File: src/design/search_accel_pkg.sv
// constants, types and encodings shared by the search accelerator block
package search_accel_pkg;
    // apb register byte offsets
    localparam logic [7:0] ADDR_CTRL   = 8'h00;
    localparam logic [7:0] ADDR_STATUS = 8'h04;
    localparam logic [7:0] ADDR_PARAM  = 8'h08;
    localparam int         CTRL_MRST   = 0;
    // host command bytes and match masks
    localparam logic [7:0] CMD_DATA_MODE = 8'he1;
    localparam logic [7:0] CMD_CMD_MODE  = 8'he3;
    localparam logic [7:0] CMD_CLS_MASK  = 8'he1;
    localparam logic [7:0] CMD_ACCEL     = 8'ha1;
    localparam logic [7:0] CMD_BUS_RESET = 8'hc1;
    localparam int         ACCEL_FLAG    = 4;
    localparam logic [5:0] RST_ANS_TOP   = 6'h33;
    localparam logic [7:0] PATH_BITS     = 8'haa;
    // parameter codes and power-up value codes, three bits per code
    localparam logic [2:0] PAR_SLEW = 3'h1;
    localparam logic [2:0] PAR_PROG_PULSE  = 3'h2;
    localparam logic [2:0] PAR_PULLUP_TIME = 3'h3;
    localparam logic [2:0] PAR_W1_LOW      = 3'h4;
    localparam logic [2:0] PAR_SAMPLE_DLY  = 3'h5;
    localparam logic [2:0] PAR_BAUD = 3'h7;
    localparam logic [2:0] VAL_DFLT = 3'h0;
    localparam logic [23:0] PARAM_DEFAULTS = 24'h000900;
    localparam logic [3:0] ACCEL_SLOTS = 4'hc;

    typedef enum logic [1:0] {SPD_STD = 2'b00, SPD_FLEX = 2'b01, SPD_OD = 2'b10, SPD_STD2 = 2'b11} speed_t;
    typedef enum logic [1:0] {SK_READ = 2'b00, SK_W0 = 2'b01, SK_W1 = 2'b10, SK_RESET = 2'b11} slot_kind_t;
    typedef enum logic [1:0] {JOB_ACCEL = 2'b00, JOB_BYTE = 2'b01, JOB_RESET = 2'b10} job_t;
    typedef enum logic [1:0] {ST_IDLE = 2'b00, ST_ISSUE = 2'b01, ST_WAIT = 2'b10, ST_REPLY = 2'b11} state_t;

    // effective waveform settings handed to the pulse generator
    typedef struct packed {
        logic       overdrive;
        logic [2:0] slew;
        logic [2:0] prog_pulse;
        logic [2:0] pullup_time;
        logic [2:0] w1_low;
        logic [2:0] sample_dly;
        logic [2:0] baud;
    } timing_t;
endpackage : search_accel_pkg

File: src/design/search_accel_config.sv
// search accelerator, host byte handling and configuration parameter store
//
// Overview of operation
// - each byte covers four positions: even bits filler, odd bits preferred path
// - each position gets first read, second read, then write slot
// - write value: path on conflict, first read otherwise, one on no response
// - sixteen reply bytes; even bit discrepancy, odd bit chosen path
// - discrepancy set on conflict or no response, else cleared
// - chosen path reported equals the value written in third slot
// - after bus error every later path bit is one until accelerator off
// - host resets bus, sends search command in data mode, gets echo
// - mode switches and accelerator command silent; bus reset answers status
// - power-up or master reset loads default configuration
// - parameters addressed by 3-bit code, value by 3-bit code
// - programming pulse and strong pullup durations, usable at all speeds
// - host baud-rate parameter, code 111, default lowest rate
// - slew-rate parameter applied only at flexible speed
// - write-1 low time parameter, overdrive uses short default
// - one parameter sets sample delay and write-0 recovery
// - flexible speed with defaults equals standard waveforms
// - accelerated data byte becomes twelve slots, three per position
// - accelerator command carries flag in bit 4, immediate, silent
//
// Local design decisions: the register offsets and the APB register port.
`timescale 1ns/1ps
module search_accel_config
    import search_accel_pkg::*;
(
    input  wire logic        CORE_CLK,
    input  wire logic        RST,
    input  wire logic        PSEL,
    input  wire logic        PENABLE,
    input  wire logic        PWRITE,
    input  wire logic [7:0]  PADDR,
    input  wire logic [31:0] PWDATA,
    output logic      [31:0] PRDATA,
    output logic             PREADY,
    output logic             PSLVERR,
    input  wire logic        HOST_VALID,
    input  wire logic [7:0]  HOST_DATA,
    output logic             HOST_READY,
    output logic             RESP_VALID,
    output logic      [7:0]  RESP_DATA,
    output logic             SLOT_REQ,
    output slot_kind_t       SLOT_KIND,
    input  wire logic        SLOT_DONE,
    input  wire logic [1:0]  SLOT_RESULT,
    output logic             ACCEL_ON,
    output logic             DATA_MODE,
    output speed_t           SPEED,
    output timing_t          TIMING
);
    function automatic logic [2:0] field(input logic [23:0] v, input logic [2:0] c);
        field = v[3*c +: 3];
    endfunction : field

    state_t      state_r, state_nxt;
    job_t        job_r;
    logic [1:0]  sub_r;
    logic [2:0]  pos_r;
    logic        rd_first_r, rd_second_r, err_r;
    logic [7:0]  path_r, resp_r;
    logic [23:0] params_r;
    logic [3:0]  byte_cnt_r, slot_cnt_r;

    // ------------------------------------------------------------
    // decode
    // ------------------------------------------------------------
    wire take      = HOST_VALID && HOST_READY;
    wire is_dmode  = HOST_DATA == CMD_DATA_MODE;
    wire is_cmode  = HOST_DATA == CMD_CMD_MODE;
    wire is_accel  = (HOST_DATA & CMD_CLS_MASK) == CMD_ACCEL;
    wire is_breset = (HOST_DATA & CMD_CLS_MASK) == CMD_BUS_RESET;
    wire is_cfg    = !HOST_DATA[7] && HOST_DATA[0];
    wire cfg_read  = HOST_DATA[6:4] == 3'h0;
    wire apb_acc   = PSEL && PENABLE && !PREADY;
    // a write lands only at the completing edge, where the master sees pready high
    wire apb_done  = PSEL && PENABLE && PREADY;
    wire apb_wr    = apb_done && PWRITE;
    wire mrst      = RST || (apb_wr && PADDR == ADDR_CTRL && PWDATA[CTRL_MRST]);
    wire conflict  = !rd_first_r && !rd_second_r;
    wire no_resp   = rd_first_r && rd_second_r;
    // after a bus error the written bit stays one, so the reported path matches it
    wire wr_val    = err_r || (conflict ? path_r[{pos_r[1:0], 1'b1}] : (no_resp | rd_first_r));
    wire last_pos  = (job_r == JOB_ACCEL) ? pos_r == 3'h3 : pos_r == 3'h7;
    wire cmd_take  = take && !DATA_MODE;
    wire start_job = take && ((DATA_MODE && !is_cmode) || (!DATA_MODE && is_breset));
    wire imm_reply = cmd_take && is_cfg;

    always_comb begin
        state_nxt = state_r;
        unique case (state_r)
            ST_IDLE:  if (start_job) state_nxt = ST_ISSUE;
                      else if (imm_reply) state_nxt = ST_REPLY;
            ST_ISSUE: state_nxt = ST_WAIT;
            ST_WAIT:  if (SLOT_DONE) state_nxt = (job_r == JOB_RESET || (last_pos && sub_r == 2'h2) ||
                                                  (job_r == JOB_BYTE && last_pos)) ? ST_REPLY : ST_ISSUE;
            ST_REPLY: state_nxt = ST_IDLE;
        endcase
    end

    // ------------------------------------------------------------
    // sequencer
    // ------------------------------------------------------------
    always_ff @(posedge CORE_CLK) begin
        if (RST) begin
            state_r    <= ST_IDLE;
            job_r      <= JOB_BYTE;
            sub_r      <= 2'h0;
            pos_r      <= 3'h0;
            rd_first_r  <= 1'b0;
            rd_second_r <= 1'b0;
            path_r     <= 8'h00;
            resp_r     <= 8'h00;
            slot_cnt_r <= 4'h0;
        end else begin
            state_r <= state_nxt;
            if (state_r == ST_IDLE && take) begin
                path_r     <= HOST_DATA;
                sub_r      <= 2'h0;
                pos_r      <= 3'h0;
                slot_cnt_r <= 4'h0;
                job_r      <= !DATA_MODE ? JOB_RESET : (ACCEL_ON ? JOB_ACCEL : JOB_BYTE);
                if (imm_reply) begin
                    // read answers the stored code, write echoes; bit 0 always clear
                    resp_r <= cfg_read ? {HOST_DATA[7:4], field(params_r, HOST_DATA[3:1]), 1'b0}
                                       : {HOST_DATA[7:1], 1'b0};
                end
            end
            if (state_r == ST_WAIT && SLOT_DONE) begin
                slot_cnt_r <= slot_cnt_r + 4'h1;
                unique case (job_r)
                    JOB_ACCEL: begin
                        if (sub_r == 2'h0) rd_first_r <= SLOT_RESULT[0];
                        if (sub_r == 2'h1) rd_second_r <= SLOT_RESULT[0];
                        sub_r <= (sub_r == 2'h2) ? 2'h0 : sub_r + 2'h1;
                        if (sub_r == 2'h2) begin
                            resp_r[{pos_r[1:0], 1'b0}] <= conflict || no_resp;
                            resp_r[{pos_r[1:0], 1'b1}] <= err_r || wr_val;
                            pos_r <= pos_r + 3'h1;
                        end
                    end
                    JOB_BYTE: begin
                        resp_r[pos_r] <= SLOT_RESULT[0];
                        pos_r         <= pos_r + 3'h1;
                    end
                    JOB_RESET: resp_r <= {RST_ANS_TOP, SLOT_RESULT};
                    default: resp_r <= resp_r;
                endcase
            end
        end
    end

    // ------------------------------------------------------------
    // mode, accelerator flag and parameter store
    // ------------------------------------------------------------
    always_ff @(posedge CORE_CLK) begin
        if (mrst) begin
            params_r   <= PARAM_DEFAULTS;
            ACCEL_ON   <= 1'b0;
            DATA_MODE  <= 1'b0;
            SPEED      <= SPD_STD;
            err_r      <= 1'b0;
            byte_cnt_r <= 4'h0;
        end else begin
            if (take && DATA_MODE && is_cmode) DATA_MODE <= 1'b0;
            if (cmd_take && is_dmode) DATA_MODE <= 1'b1;
            if (cmd_take && is_accel && !is_dmode) begin
                ACCEL_ON <= HOST_DATA[ACCEL_FLAG];
                SPEED    <= speed_t'(HOST_DATA[3:2]);
                if (!HOST_DATA[ACCEL_FLAG]) err_r <= 1'b0;
                byte_cnt_r <= 4'h0;
            end
            if (cmd_take && is_breset && !is_dmode && !is_cmode) SPEED <= speed_t'(HOST_DATA[3:2]);
            if (state_r == ST_WAIT && SLOT_DONE && job_r == JOB_ACCEL && sub_r == 2'h2 && no_resp)
                err_r <= 1'b1;
            if (state_r == ST_REPLY && job_r == JOB_ACCEL) byte_cnt_r <= byte_cnt_r + 4'h1;
            if (imm_reply && !cfg_read) params_r[3*HOST_DATA[6:4] +: 3] <= HOST_DATA[3:1];
            else if (apb_wr && PADDR == ADDR_PARAM) params_r <= PWDATA[23:0];
        end
    end

    // ------------------------------------------------------------
    // outputs to host and slot generator
    // ------------------------------------------------------------
    always_ff @(posedge CORE_CLK) begin
        if (RST) begin
            HOST_READY <= 1'b0;
            RESP_VALID <= 1'b0;
            RESP_DATA  <= 8'h00;
            SLOT_REQ   <= 1'b0;
            SLOT_KIND  <= SK_READ;
        end else begin
            HOST_READY <= state_nxt == ST_IDLE && !(state_r == ST_IDLE && take);
            RESP_VALID <= state_r == ST_REPLY;
            if (state_r == ST_REPLY) RESP_DATA <= resp_r;
            SLOT_REQ <= state_r == ST_ISSUE;
            if (state_r == ST_ISSUE) begin
                unique case (job_r)
                    JOB_ACCEL: SLOT_KIND <= (sub_r != 2'h2) ? SK_READ : (wr_val ? SK_W1 : SK_W0);
                    // a one bit goes out as a read slot so the echo shows the bus
                    JOB_BYTE:  SLOT_KIND <= path_r[pos_r] ? SK_READ : SK_W0;
                    default:   SLOT_KIND <= SK_RESET;
                endcase
            end
        end
    end

    // ------------------------------------------------------------
    // effective waveform settings
    // ------------------------------------------------------------
    always_ff @(posedge CORE_CLK) begin
        if (RST) begin
            TIMING <= '0;
        end else begin
            TIMING.overdrive <= SPEED == SPD_OD;
            TIMING.prog_pulse  <= field(params_r, PAR_PROG_PULSE);
            TIMING.pullup_time <= field(params_r, PAR_PULLUP_TIME);
            TIMING.baud        <= field(params_r, PAR_BAUD);
            TIMING.slew       <= (SPEED == SPD_FLEX) ? field(params_r, PAR_SLEW) : VAL_DFLT;
            TIMING.w1_low     <= (SPEED == SPD_FLEX) ? field(params_r, PAR_W1_LOW) : VAL_DFLT;
            TIMING.sample_dly <= (SPEED == SPD_FLEX) ? field(params_r, PAR_SAMPLE_DLY) : VAL_DFLT;
        end
    end

    // ------------------------------------------------------------
    // apb slave, two-cycle access, unmapped answers error
    // ------------------------------------------------------------
    wire mapped = PADDR == ADDR_CTRL || PADDR == ADDR_STATUS || PADDR == ADDR_PARAM;
    wire [31:0] rd_mux = (PADDR == ADDR_STATUS) ? {20'h0, byte_cnt_r, err_r, SPEED, DATA_MODE, ACCEL_ON,
                                                   state_r != ST_IDLE, 2'h0} :
                         (PADDR == ADDR_PARAM) ? {8'h0, params_r} : 32'h0;

    always_ff @(posedge CORE_CLK) begin
        if (RST) begin
            PREADY  <= 1'b0;
            PSLVERR <= 1'b0;
            PRDATA  <= 32'h0;
        end else begin
            PREADY  <= apb_acc;
            PSLVERR <= apb_acc && !mapped;
            PRDATA  <= (apb_acc && !PWRITE) ? rd_mux : 32'h0;
        end
    end
endmodule : search_accel_config

File: config.mk
export PLATFORM = sky130hd
export DESIGN_NAME = search_accel_config
export DESIGN_NICKNAME = d
export VERILOG_FILES = /design/src/design/search_accel_pkg.sv /design/src/design/search_accel_config.sv
export SDC_FILE = /design/constraint.sdc
export NUM_CORES = 1
export LEC_CHECK = 0
export BUFFER_PORTS_ARGS = -buffer_cell sky130_fd_sc_hd__buf_2
export CAP_MARGIN = 20
export CELL_PAD_IN_SITES_DETAIL_PLACEMENT = 0
export CELL_PAD_IN_SITES_GLOBAL_PLACEMENT = 1
export CORE_MARGIN = 2
export CORE_UTILIZATION = 25
export CTS_BUF_LIST = sky130_fd_sc_hd__clkbuf_2
export CTS_CLUSTER_SIZE = 40
export DETAILED_ROUTE_END_ITERATION = 12
export GPL_ROUTABILITY_DRIVEN = 0
export HOLD_SLACK_MARGIN = 0.12
export PLACE_DENSITY = 0.64
export SYNTH_ARGS = -nofsm -noshare
export SYNTH_HDL_FRONTEND = slang
export SYNTH_SLANG_ARGS = --single-unit
File: constraint.sdc
create_clock -name CORE_CLK -period 6.15 [get_ports CORE_CLK]
set_input_delay 0.3075 -clock CORE_CLK [delete_from_list [all_inputs] [get_ports CORE_CLK]]
set_output_delay 0.3075 -clock CORE_CLK [all_outputs]
set_load 0.05 [all_outputs]
* After elaboration in Yosys (flattened, before gate mapping)
Cells that the tools add are included. W data, S select, Z words.
Storage, ports and cells: register bits 126, input port bits 57, output and inout port bits 70
Operators by class: add/sub/neg operators 4, multipliers 2, order comparisons 6, eq/ne operators 20, shift operators 3, multiplexer cells 55, bitwise gates (word level) 4, reduce and logical (&&, ||, !) cells 78
Operators with widths (number):
- $mux W24 | 2
- $mux W8 | 5
- $logic_and A1 B1 Y1 | 39
- $neg A5 Y34 | 1
- $shift A3 B34 Y24 const A | 1
- $shiftx A3 B34 Y24 | 1
- $mux W2 | 13
- $bwmux W24 | 1
- $bwmux W8 | 3
- $mux W12 | 2
- $pmux W8 S3 | 1
- $shiftx A24 B6 Y3 | 1
- $eq A8 B8 Y1 const B | 2
- $mux W1 | 14
- $lt A3 B4 Y1 const B | 3
- $mux W4 | 3
- $reduce_bool A2 Y1 | 6
- $logic_not A1 Y1 | 11
- $eq A2 B2 Y1 const B | 5
- $mul A2 B3 Y5 const A | 2
- $ge A3 B1 Y1 const B | 3
- $logic_or A1 B1 Y1 | 9
- $mux W3 | 3
- $eq A2 B1 Y1 const B | 4
- other kinds (28) | 37

* Longest topological paths before layout
Gate-level depths: netlist of run 1.
depth after elaboration 11, depth in mapped cells 12, mapped depth without buffers 8

* Worst setup path before layout of run 1
Ideal clock, no wire load.
path kind input to register, start input HOST_DATA[4], end register params_r[10], arrival 2.415 ns, data required time 6.030 ns, setup slack 3.615 ns, stages on the path 12, buffers on the path 4, cells stage by stage clkbuf_1 > inv_1 > ha_1 > ha_1 > nand2b_1 > or2_2 > clkbuf_1 > and3_1 > buf_6 > buf_12 > nor3_1 > nor3_2
Between the ends: word-level cells in the longest chain between the ends 5, elaborated cells between the ends (all ways) 10, those cells by class add/sub: 1; mul: 1; shift: 2; mux: 2; reduce/logical: 4
Ends and longest elaborated chain:
- start: declaration | line search_accel_config.sv:40 | input wire logic [7:0] HOST_DATA,
- $mul A2 B3 Y5 | line search_accel_config.sv:178 | if (imm_reply && !cfg_read) params_r[3*HOST_DATA[6:4] +: 3] <= HOST_DATA[3:1];
- $neg A5 Y34 | line search_accel_config.sv:178
- $shiftx A3 B34 Y24 or $shift A3 B34 Y24 (tied branches) | line search_accel_config.sv:178
- $bwmux W24 | line search_accel_config.sv:178
- $mux W24 | line search_accel_config.sv:178
- end signal: indexed assignment | line search_accel_config.sv:178
- end signal: assignment | line search_accel_config.sv:179 | else if (apb_wr && PADDR == ADDR_PARAM) params_r <= PWDATA[23:0];
- end: declaration | line search_accel_config.sv:63 | logic [23:0] params_r;
Parallel ways exist; a longest one is shown, timed or not. A chain may end at the register's enable or synchronous reset.

* Final worst setup path of run 1
start input HOST_DATA[4], end register params_r[8]
Same word-level chain as after synthesis.

==> impl_metrics.csv, run 1 <==
group,metric,value,unit
synthesis,synth_edf_count,0,
synthesis,syn_area,0.005684,mm2
global_routing,overflow,0,
synthesis,synthesis.instances,667,
clock_network,cts_resized,0,
synthesis,yosysWarnings,0,
sta,setup_slack,2421,ps
critical_path,critPathMaxFanout,19,
job,max_cap_violations,0,
global_routing,grt_max_degree,57,
sta,hold_slack,194.5,ps
min_path,hold_path_depth,3,
synthesis,synth.distinct_cells,66,
sta,worst_pin_slew,993.3,ps
critical_path,worst-r2r-setup-slack,2750,ps
sta,post-route-min-period,3729,ps
critical_path,end_kind,"flop",
routing,drt_iter0_drc,420,
sta,finalSetupViolCount,0,
synthesis,synth_top_family_by_area,"simple AND/OR/NAND/NOR gates",
clock_network,cts_setup_buffers,0,
global_routing,grtUsageTotal,16.00,%
cells_and_area,ff_latch_area,0.002362,mm2
cells_and_area,final_util,32.12,%
min_path,hold_end,"PRDATA[2]",
critical_path,slowest_stage,"dlygate4sd3_1",
critical_path,rr_startpoint,"DATA_MODE",
synthesis,ys.flop_type,"dfxtp_1",
critical_path,crit_buf_inv,5,
critical_path,crit_arrival,4370,ps
min_path,hp-class,"in -> reg",
synthesis,synth-xor-area-share,0.1541,%
clock_network,hold_buffers,58,
critical_path,reg2reg_to,"params_r[8]",
sta,finalSetupTns,0,ps
placement,dp_worst_setup_slack,3143,ps
routing,wl,18.90,mm
clock_network,htree_levels,4,
sta,timing.final.crit_share,60.64,%
die,fp.coreArea,0.02250,mm2
placement,portBuffers,110,
sta,rsz0062_at_grt,"false",
power_and_ir_drop,peakVddDrop,0.08642,mV
power_and_ir_drop,leakage,2.930,nW
clock_network,cts_sinks,118,
critical_path,path_common_cell,"dlygate4sd3_1",
clock_network,clk_pin_slew,200,ps
global_routing,grt_pass1_vias,5339,
cells_and_area,final_cell_count_no_fill,1111,
cells_and_area,fin_nets,884,
synthesis,synthMuxAreaShare,3.896,%
die,initial_core_util,25.26,%
critical_path,start_kind,"primary input",
cells_and_area,multi_input_area,0.003028,mm2
die,ios,127,
critical_path,reg2reg_depth,7,
die,rows,55,
synthesis,synth-simple-area-share,25.93,%
routing,ant_nets,0,
routing,post-route-drc-count,0,
die,die_x,154.8,um
die,die-area,0.02396,mm2
outcome,status,"finished clean",
critical_path,crit_type,"in -> reg",
synthesis,ys_ff_latch,118,
sta,hold_viol_final,0,
clock_network,cts_tree,"done",
placement,dp_hpwl,13.39,mm
critical_path,critical-path-top-delay-family,"buffers and inverters",
min_path,min-delay-start,"PADDR[3]",
routing,wl_per_cell,17.01,um
synthesis,yosysSeqAreaShare,41.56,%
clock_network,clock_path_buffers,2,
power_and_ir_drop,powerDensity,217.1,mW/mm2
cells_and_area,nFillCells,2392,
die,die_h,154.8,um
clock_network,clock_latency,740,ps
cells_and_area,area_delta_synth_final,27.14,%
sta,final.setup_skew,36.93,ps
placement,dp_cells,1018,
sta,max_freq,268.1,MHz
clock_network,cts_root_buf,"clkbuf_2",
global_routing,grt_pass1_wl,29.92,mm
synthesis,synthArstFlopShare,0,%
critical_path,path_cells,"dlygate4sd3_1 -> buf_2 -> inv_1 -> ha_1 -> ha_1 -> nand2b_1 -> or2_2 -> and3_1 -> a32oi_1 -> dlygate4sd3_1 -> nand2_1 -> dlygate4sd3_1",
routing,routed_via_density,4.974,
global_routing,antenna_found_initial,2,
critical_path,cp.required,6790,ps
sta,drv_slew,0,
synthesis,synth_fa_ha_area_share,3.302,%
critical_path,critPathMaxStageDelay,570,ps
routing,dr.pass1.iters,5,
sta,slew-limit-headroom,33.47,%
synthesis,synth_compound_area_share,19.35,%
synthesis,synth_area_per_cell,8.522,um2
routing,vias,5526,
clock_network,cts_buffers,17,
cells_and_area,layout-drive-gt1-share,19.64,%
## layout by cell type, fill, tap and decap left out, types with 12 or more instances in the layout
| cell type | count |
|---|---|
| a31oi_1 | 14 |
| nor3_1 | 18 |
| mux2i_1 | 12 |
| clkbuf_2 | 17 |
| a21oi_1 | 53 |
| nor2_1 | 44 |
| nor2b_1 | 13 |
| dlygate4sd3_1 | 59 |
| inv_1 | 16 |
| and2_1 | 28 |
| nand2_1 | 76 |
| a22oi_1 | 13 |
| o21ai_0 | 28 |
| ha_1 | 15 |
| dfxtp_1 | 118 |
| buf_2 | 111 |
| nand3_1 | 33 |
## flip-flops by register name, summed over array words and instances (netlist names), 2 cells and up
signal,cells
path_r,8
byte_cnt_r,4
sub_r,2
SPEED,2
TIMING,19
RESP_DATA,8
job_r,2
SLOT_KIND,2
resp_r,8
pos_r,3
params_r,24
state_r,2
PRDATA,24
## final cells by class
type	count	share of cell area, %
multi-input cells	488	41.90
flip-flops and latches	118	32.69
repair buffers	171	15.96
well taps	285	4.934
clock inverters	15	2.476
clock buffers	17	1.177
inverters	16	0.8310
diodes	1	0.03463
## layer usage
metal | wire [um] | GRT usage, %
met3 | 955 | 4.035
met5 | 13 | 0
met4 | 431 | 5.467
met2 | 8498 | 24.81
met1 | 8995 | 21.67
## stage by stage
stage          instance area [um2]  power (mW)
5_1_grt                       7227       1.646
3_3_place_gp                  6365      0.9986
3_5_place_dp                  6365      0.9983
6_report                      7227       1.569
2_1_floorplan                 5710      0.9408
4_1_cts                       7209       1.584
## worst min-delay path: cells and delay by family
family                 cells  cell delay (ps)
buffers and inverters      1              190
AO/OA/AOI/OAI              1              230
AND/OR/NAND/NOR            1              170
## where the power goes
group | internal, mW | switching, mW
combinational | 0.0779 | 0.140
sequential | 0.778 | 0.0108
clock | 0.227 | 0.335
## synthesized netlist by cell type, types with 3 or more instances
| library cell | instances | area [um2] |
|---|---|---|
| and3_1 | 7 | 43.79 |
| a31oi_1 | 14 | 87.58 |
| ha_1 | 15 | 187.7 |
| nor4_1 | 4 | 25.02 |
| nand2_1 | 76 | 285.3 |
| a22o_1 | 10 | 87.58 |
| or2_2 | 3 | 18.77 |
| dfxtp_1 | 118 | 2362 |
| nand2b_1 | 10 | 62.56 |
| nand4b_1 | 5 | 43.79 |
| nand3_1 | 33 | 165.2 |
| nor3_1 | 18 | 90.09 |
| a32oi_1 | 4 | 35.03 |
| nor2_1 | 44 | 165.2 |
| buf_2 | 6 | 30.03 |
| a211oi_1 | 6 | 45.04 |
| mux4_2 | 3 | 67.56 |
| buf_1 | 5 | 18.77 |
| and2_1 | 28 | 175.2 |
| nor3_2 | 3 | 30.03 |
| nand3b_1 | 10 | 75.07 |
| o21ai_0 | 28 | 140.1 |
| and3b_1 | 4 | 35.03 |
| clkbuf_1 | 30 | 112.6 |
| o31ai_1 | 4 | 30.03 |
| mux2i_1 | 12 | 120.1 |
| a311oi_1 | 6 | 52.55 |
| a21oi_1 | 53 | 265.3 |
| inv_1 | 16 | 60.06 |
| nand4_1 | 6 | 37.54 |
| buf_4 | 8 | 60.06 |
| nor3b_1 | 5 | 37.54 |
| o32ai_1 | 3 | 26.28 |
| a22oi_1 | 13 | 97.59 |
| mux2_2 | 3 | 33.78 |
| nor2b_1 | 13 | 81.33 |
## cell families (layout without fill, tap and decap cells)
group / Yosys count / after routing
AND/OR/NAND/NOR: 278 / 278
other: 1 / 9
AO/OA/AOI/OAI: 168 / 168
XOR/XNOR: 1 / 1
adder cells (fa/ha/maj): 15 / 15
buffers and inverters: 68 / 219
flip-flops: 118 / 118
multiplexers: 18 / 18
## worst max path at each step
stage	from	end	cells past startpoint
after floorplan	HOST_DATA[4]	params_r[10]	12
after global placement	HOST_DATA[4]	params_r[11]	9
after detailed placement	HOST_DATA[4]	params_r[11]	9
after CTS	HOST_DATA[4]	params_r[8]	12
after global routing	HOST_DATA[4]	params_r[8]	12
final	HOST_DATA[4]	params_r[8]	12
Power figures use the tool's default switching activity.
==> run 2: changes to the inputs <==
--- a/config.mk
+++ b/config.mk
@@ -5,6 +5,7 @@
 export SDC_FILE = /design/constraint.sdc
 export NUM_CORES = 1
 export LEC_CHECK = 0
+export ABC_AREA = 1
 export BUFFER_PORTS_ARGS = -buffer_cell sky130_fd_sc_hd__buf_2
 export CAP_MARGIN = 20
 export CELL_PAD_IN_SITES_DETAIL_PLACEMENT = 0
@@ -16,7 +17,7 @@
 export DETAILED_ROUTE_END_ITERATION = 12
 export GPL_ROUTABILITY_DRIVEN = 0
 export HOLD_SLACK_MARGIN = 0.12
-export PLACE_DENSITY = 0.64
+export PLACE_DENSITY = 0.66
 export SYNTH_ARGS = -nofsm -noshare
 export SYNTH_HDL_FRONTEND = slang
 export SYNTH_SLANG_ARGS = --single-unit
==> constraint.sdc (replaced) <==
create_clock -name CORE_CLK -period 3.6 [get_ports CORE_CLK]
set_input_delay 0.18 -clock CORE_CLK [delete_from_list [all_inputs] [get_ports CORE_CLK]]
set_output_delay 0.18 -clock CORE_CLK [all_outputs]
set_load 0.05 [all_outputs]
==> run 2 against run 1 <==
First-iteration DRC count decreased by 3.3%. Via count is 11% higher. Worst hold slack improved by 75 ps. Sequential power up 71%. Largest power group unchanged. Cell area increased by 6.3%. Power grew 71%. Routed wire length increased by 4.8%. Flip-flop and latch count unchanged. Die area up 2.8%. Non-clock buffer count up 23. Clock power rose by 71%. Synthesized cell count increased by 29%. Critical endpoint is now PRDATA[2].
==> impl_metrics.csv, run 2 <==
group,metric,value,unit
synthesis,yosysSeqAreaShare,40.39,%
synthesis,yosysTopAreaCellShare,40.39,%
min_path,hp-class,"in -> reg",
routing,routed_via_density,4.512,
power_and_ir_drop,p_total,2.690,mW
placement,dp_worst_setup_slack,1122,ps
global_routing,grtUsageTotal,16.47,%
critical_path,crit_arrival,4010,ps
critical_path,crit_type,"in -> reg",
routing,post-route-drc-count,0,
die,die_x,157.0,um
placement,dp_hpwl,14.61,mm
sta,post-route-min-period,3352,ps
routing,ant_nets,0,
critical_path,critPathMaxStageDelay,690,ps
sta,timing.final.crit_share,93.11,%
die,fp.coreArea,0.02278,mm2
critical_path,reg2reg_to,"params_r[21]",
clock_network,cts_buffers,17,
synthesis,synth_fa_ha_area_share,3.209,%
critical_path,worst-r2r-setup-slack,620,ps
critical_path,startpoint,"PADDR[0]",
synthesis,synth_top_family_by_area,"simple AND/OR/NAND/NOR gates",
critical_path,start_kind,"primary input",
clock_network,clock_path_buffers,2,
sta,max_freq,298.3,MHz
sta,slew-limit-headroom,42.11,%
global_routing,grt_pass1_wl,31.10,mm
clock_network,htree_levels,4,
die,rows,55,
critical_path,path_depth,11,
critical_path,critPathMaxFanout,5,
routing,vias,6159,
sta,rsz0062_at_grt,"false",
synthesis,ys.flop_type,"dfxtp_1",
cells_and_area,fin_nets,1110,
die,ios,127,
global_routing,grt_max_degree,33,
routing,wl_per_cell,14.50,um
critical_path,rr_startpoint,"HOST_READY",
synthesis,synthMostInstantiatedCell,"nand2_1",
synthesis,syn_area,0.005849,mm2
synthesis,synthesis.instances,858,
synthesis,synth_top_area_cell,"dfxtp_1",
routing,dr.pass1.iters,5,
critical_path,path_common_cell,"dlygate4sd3_1",
synthesis,ys_ff_latch,118,
synthesis,synthArstFlopShare,0,%
synthesis,synth_area_per_cell,6.817,um2
clock_network,cts_root_buf,"clkbuf_2",
cells_and_area,area_delta_synth_final,31.38,%
critical_path,path_cells,"dlygate4sd3_1 -> buf_2 -> nor2_1 -> dlygate4sd3_1 -> nand2_1 -> dlygate4sd3_1 -> nor3_2 -> dlygate4sd3_1 -> nand2_1 -> o21ai_0 -> dlygate4sd3_1",
clock_network,cts_setup_buffers,0,
clock_network,cts_tree,"done",
cells_and_area,final_util,33.74,%
power_and_ir_drop,peakVddDrop,0.1534,mV
critical_path,reg2reg_depth,11,
sta,hold_slack,269.3,ps
die,initial_core_util,25.68,%
clock_network,clock_latency,710,ps
cells_and_area,final_cell_mix,"nand2_1, dfxtp_1, buf_2",
global_routing,grt_pass1_vias,5741,
cells_and_area,layout-drive-gt1-share,16.84,%
synthesis,synth-xor-area-share,0.2995,%
cells_and_area,layout_commonest_cell,"nand2_1",
min_path,hold_path_depth,8,
sta,hold_viol_final,0,
synthesis,synth.distinct_cells,38,
global_routing,antenna_found_initial,1,
critical_path,cp.required,4260,ps
placement,portBuffers,110,
outcome,status,"finished clean",
critical_path,critical-path-top-delay-family,"buffers and inverters",
clock_network,clk_pin_slew,190,ps
sta,worst_pin_slew,868.3,ps
job,max_cap_violations,0,
synthesis,ys_top_cells_by_area,"dfxtp_1, nand2_1, nand3_1",
power_and_ir_drop,powerDensity,350.1,mW/mm2
critical_path,crit_buf_inv,6,
sta,finalSetupTns,0,ps
critical_path,end_kind,"flop",
synthesis,synth_commonest_cells,"nand2_1, dfxtp_1, nor2_1",
sta,setup_slack,248.1,ps
die,die_h,157.0,um
synthesis,synthMuxAreaShare,0,%
min_path,min-delay-start,"PSEL",
synthesis,synth_edf_count,0,
routing,wl,19.80,mm
critical_path,slowest_stage,"dlygate4sd3_1",
synthesis,synth-simple-area-share,31.87,%
sta,final.setup_skew,36.74,ps
routing,drt_iter0_drc,406,
global_routing,overflow,0,
sta,finalSetupViolCount,0,
synthesis,synth_compound_area_share,13.93,%
critical_path,worstSetupEndpoint,"PRDATA[2]",
die,die-area,0.02464,mm2
power_and_ir_drop,leakage,3.429,nW
cells_and_area,nFillCells,2490,
clock_network,cts_sinks,118,
synthesis,yosysWarnings,0,
cells_and_area,largestRegisters,"PRDATA (24), params_r (24), TIMING (19)",
sta,drv_slew,0,
-- run 2: cell types whose count changed after synthesis, moves of 17 or more --
cell / change
and2_1: -28
clkbuf_1: -17
inv_1: +70
nand2_1: +121
nand3_1: +55
nor2_1: +57
o21ai_0: +34
-- run 2: kinds of logic (layout without fill, tap and decap cells) --
group | after synthesis | in the layout
compound gates | 152 | 152
fa+ha+maj | 15 | 15
buf+inv | 138 | 324
other cells | 1 | 9
simple gates | 432 | 432
flops | 118 | 118
xor+xnor | 2 | 2
-- run 2: per-stage QoR --
stage,std cells,instance area [um2]
2_1_floorplan,865,5876
3_5_place_dp,1252,6619
6_report,1365,7685
3_3_place_gp,1252,6619
4_1_cts,1364,7682
5_1_grt,1365,7685
-- run 2: timing repair --
item | CTS | global route
hold endpoints to repair | 84 | 0
endpoints found under the setup margin | 0 | 0
gates resized for setup | 0 | 0
hold buffers | 80 | 0
-- run 2: metal layers --
metal	up-vias	track usage, %	routed length (um)
li1	3131	-	-
met3	25	3.497	1033
met5	-	0	0
met2	156	24.48	8528
met4	0	5.941	397
met1	2847	23.38	9839
-- run 2: how the worst min path moves through the flow --
| stage | to | slack [ps] |
|---|---|---|
| after global placement | PRDATA[20] | 450 |
| after CTS | params_r[11] | 200 |
| after detailed placement | PRDATA[20] | 440 |
| after floorplan | path_r[7] | 310 |
| after global routing | params_r[17] | 240 |
| final | params_r[11] | 270 |
-- run 2: power breakdown --
group,internal [mW],switching [mW],leakage (nW)
registers,1.33,0.0154,0.954
clock network,0.399,0.563,0.158
logic,0.133,0.248,2.32
total,1.86,0.826,3.43
-- run 2: tightest hold or removal path: cells and delay by family --
family                 cells  cell delay (ps)
and+or+nand+nor            6              590
buffers and inverters      2              180
-- run 2: cell type report --
class	instances	area (um2)	area share [%]
multi-input cells	609	2914	37.92
well taps	313	391.6	5.096
flip-flops and latches	118	2362	30.74
diodes	1	2.502	0.03256
clock buffers	18	90.09	1.172
inverters	98	370.4	4.819
clock inverters	14	172.7	2.247
repair buffers	194	1381	17.97
==> run 3: changes to the inputs <==
--- a/config.mk
+++ b/config.mk
@@ -18,6 +18,7 @@
 export GPL_ROUTABILITY_DRIVEN = 0
 export HOLD_SLACK_MARGIN = 0.12
 export PLACE_DENSITY = 0.66
+export REMOVE_ABC_BUFFERS = 1
 export SYNTH_ARGS = -nofsm -noshare
 export SYNTH_HDL_FRONTEND = slang
 export SYNTH_SLANG_ARGS = --single-unit
==> run 3 against run 2 <==
Die area stayed put. Routed wire length is 0.73% higher. Sequential power hardly changed. Fmax is 3.1% lower. Worst hold slack worse by 87 ps. Sequential share of layout area is 0.18 points lower. Via count is 2.1% lower. Core utilization is 0.20 points higher. Count of clock-buffer cells in the layout stayed put. Register-to-register slack worse by 280 ps. First-iteration DRC count is 27% lower. Non-clock buffer count is 7 higher. Critical endpoint is now params_r[1]. Highest routed layer unchanged.
==> impl_metrics.csv, run 3 (synthesized netlist as in run 2, its figures left out) <==
group,metric,value,unit
outcome,status,"finished clean",
cells_and_area,area_delta_synth_final,32.15,%
global_routing,antenna_found_initial,1,
clock_network,cts_buffers,17,
routing,vias,6027,
power_and_ir_drop,leakage,3.419,nW
power_and_ir_drop,peakVddDrop,0.1234,mV
clock_network,cts_root_buf,"clkbuf_2",
critical_path,rr_startpoint,"HOST_READY",
cells_and_area,largestRegisters,"PRDATA (24), params_r (24), TIMING (19)",
sta,hold_viol_final,0,
power_and_ir_drop,clockPowerShare,34.1,%
cells_and_area,fin_area,0.007730,mm2
cells_and_area,layout-drive-gt1-share,16.92,%
clock_network,clk_pin_slew,250,ps
die,die_h,157.0,um
global_routing,global_route.usage.met1,22.47,%
die,die_x,157.0,um
global_routing,grt_pass1_vias,5972,
placement,portBuffers,110,
critical_path,worst-r2r-setup-slack,340,ps
global_routing,use_met2,26.84,%
die,die-area,0.02464,mm2
clock_network,clock_latency,740,ps
critical_path,reg2reg_depth,12,
min_path,min-delay-start,"PSEL",
power_and_ir_drop,powerDensity,340.6,mW/mm2
global_routing,grt_pass1_wl,31.37,mm
die,initial_core_util,25.68,%
routing,wl,19.94,mm
routing,routed_via_density,4.393,
cells_and_area,final_util,33.94,%
sta,finalSetupViolCount,0,
cells_and_area,nFillCells,2524,
global_routing,busiest_layer,"met2",
routing,post-route-drc-count,0,
global_routing,grtUsageTotal,16.58,%
placement,dp_worst_setup_slack,1125,ps
die,fp.coreArea,0.02278,mm2
clock_network,htree_levels,4,
cells_and_area,layout_commonest_cell,"nand2_1",
sta,timing.final.crit_share,96.13,%
power_and_ir_drop,p_sw_share,33.83,%
critical_path,end_kind,"flop",
sta,drv_slew,0,
critical_path,critPathMaxFanout,4,
critical_path,crit_type,"in -> reg",
clock_network,cts_sinks,118,
clock_network,clock_path_buffers,2,
min_path,hold_end,"params_r[23]",
critical_path,reg2reg_to,"params_r[1]",
placement,dp_hpwl,14.15,mm
sta,finalSetupTns,0,ps
power_and_ir_drop,p_seq_share,51.2,%
job,max_cap_violations,0,
global_routing,grtUsageMet3,2.726,%
routing,ant_nets,0,
critical_path,start_kind,"primary input",
sta,final.setup_skew,51.30,ps
cells_and_area,fin_nets,1117,
power_and_ir_drop,p_total,2.633,mW
die,ios,127,
critical_path,cp.required,4320,ps
min_path,hp-class,"in -> reg",
sta,post-route-min-period,3461,ps
sta,max_freq,288.9,MHz
sta,setup_slack,139.2,ps
die,rows,55,
cells_and_area,ff_latch_area,0.002362,mm2
sta,rsz0062_at_grt,"false",
critical_path,crit_arrival,4180,ps
routing,wl_per_cell,14.54,um
sta,worst_pin_slew,941.6,ps
routing,drt_iter0_drc,295,
global_routing,grt_max_degree,33,
power_and_ir_drop,p_sw,0.8906,mW
min_path,hold_path_depth,6,
power_and_ir_drop,p_comb_share,14.7,%
cells_and_area,multi_input_area,0.002922,mm2
cells_and_area,final_cell_mix,"nand2_1, dfxtp_1, buf_2",
sta,slew-limit-headroom,37.07,%
placement,placed_cell_area,0.006611,mm2
global_routing,overflow,0,
power_and_ir_drop,p_int,1.742,mW
clock_network,cts_tree,"done",
routing,dr.pass1.iters,4,
## run 3: cell count changes in the layout (fill, tap and decap cells not counted), sizes merged
cell / delta
bufinv: -2
dlygate4sd3: +7
clkinvlp: +2
clkinv: -3
inv: +3
## run 3: per-stage QoR
| stage | std cells | hold WS [ps] |
|---|---|---|
| final | 1372 | 182.6 |
| after global routing | 1372 | 205.7 |
| after CTS | 1370 | 122.4 |
| after detailed placement | 1251 | 453.1 |
| after global placement | 1251 | 448.3 |
| after floorplan | 825 | 249.1 |
## run 3: cell type report
| type | count | share of cell area (%) |
|---|---|---|
| inverter | 98 | 4.791 |
| sequential | 118 | 30.56 |
| multi-input combinational | 609 | 37.80 |
| tap | 313 | 5.066 |
| timing repair buffer | 201 | 18.78 |
| clock inverter | 14 | 1.813 |
| antenna | 1 | 0.03237 |
| clock buffer | 18 | 1.165 |
## run 3: layer usage
metal,part of all wire [%],up-vias
li1,-,3150
met1,50,2742
met2,44,122
met3,4.0,13
met4,1.4,0
met5,0,-
## run 3: what timing repair did
action / 4_1_cts / 5_1_grt
hold buffers: 87 / 0
gates resized for setup: 0 / 2
setup buffers: 0 / 1
endpoints found under the setup margin: 0 / 2
endpoints found under the hold margin: 94 / 0
## run 3: power groups by stage
stage          registers [mW]  logic (mW)  clock network (mW)
2_1_floorplan            1.39       0.187                   0
3_3_place_gp             1.37       0.327                   0
3_5_place_dp             1.37       0.327                   0
4_1_cts                  1.35       0.385               0.933
5_1_grt                  1.35       0.426               0.978
6_report                 1.35       0.386               0.899
## run 3: critical path, stage by stage
cell and delay, ps:
dlygate4sd3_1 540, buf_2 130, nor2_1 80, dlygate4sd3_1 560
nand2_1 100, dlygate4sd3_1 630, nor2_4 190, nand2_1 140
nor2_4 150, inv_2 70, nand2_1 100, nand2_1 50
dlygate4sd3_1 550, a21oi_1 130, dlygate4sd3_1 570
## run 3: worst max path at each step
stage	cells past startpoint	endpoint	slack [ps]	from
2_1_floorplan	9	params_r[22]	1670	HOST_READY
3_3_place_gp	11	params_r[13]	1130	HOST_DATA[4]
3_5_place_dp	11	params_r[14]	1120	HOST_DATA[4]
4_1_cts	13	params_r[1]	80	HOST_DATA[4]
5_1_grt	13	params_r[1]	30	HOST_DATA[4]
6_report	15	params_r[1]	140	PADDR[4]
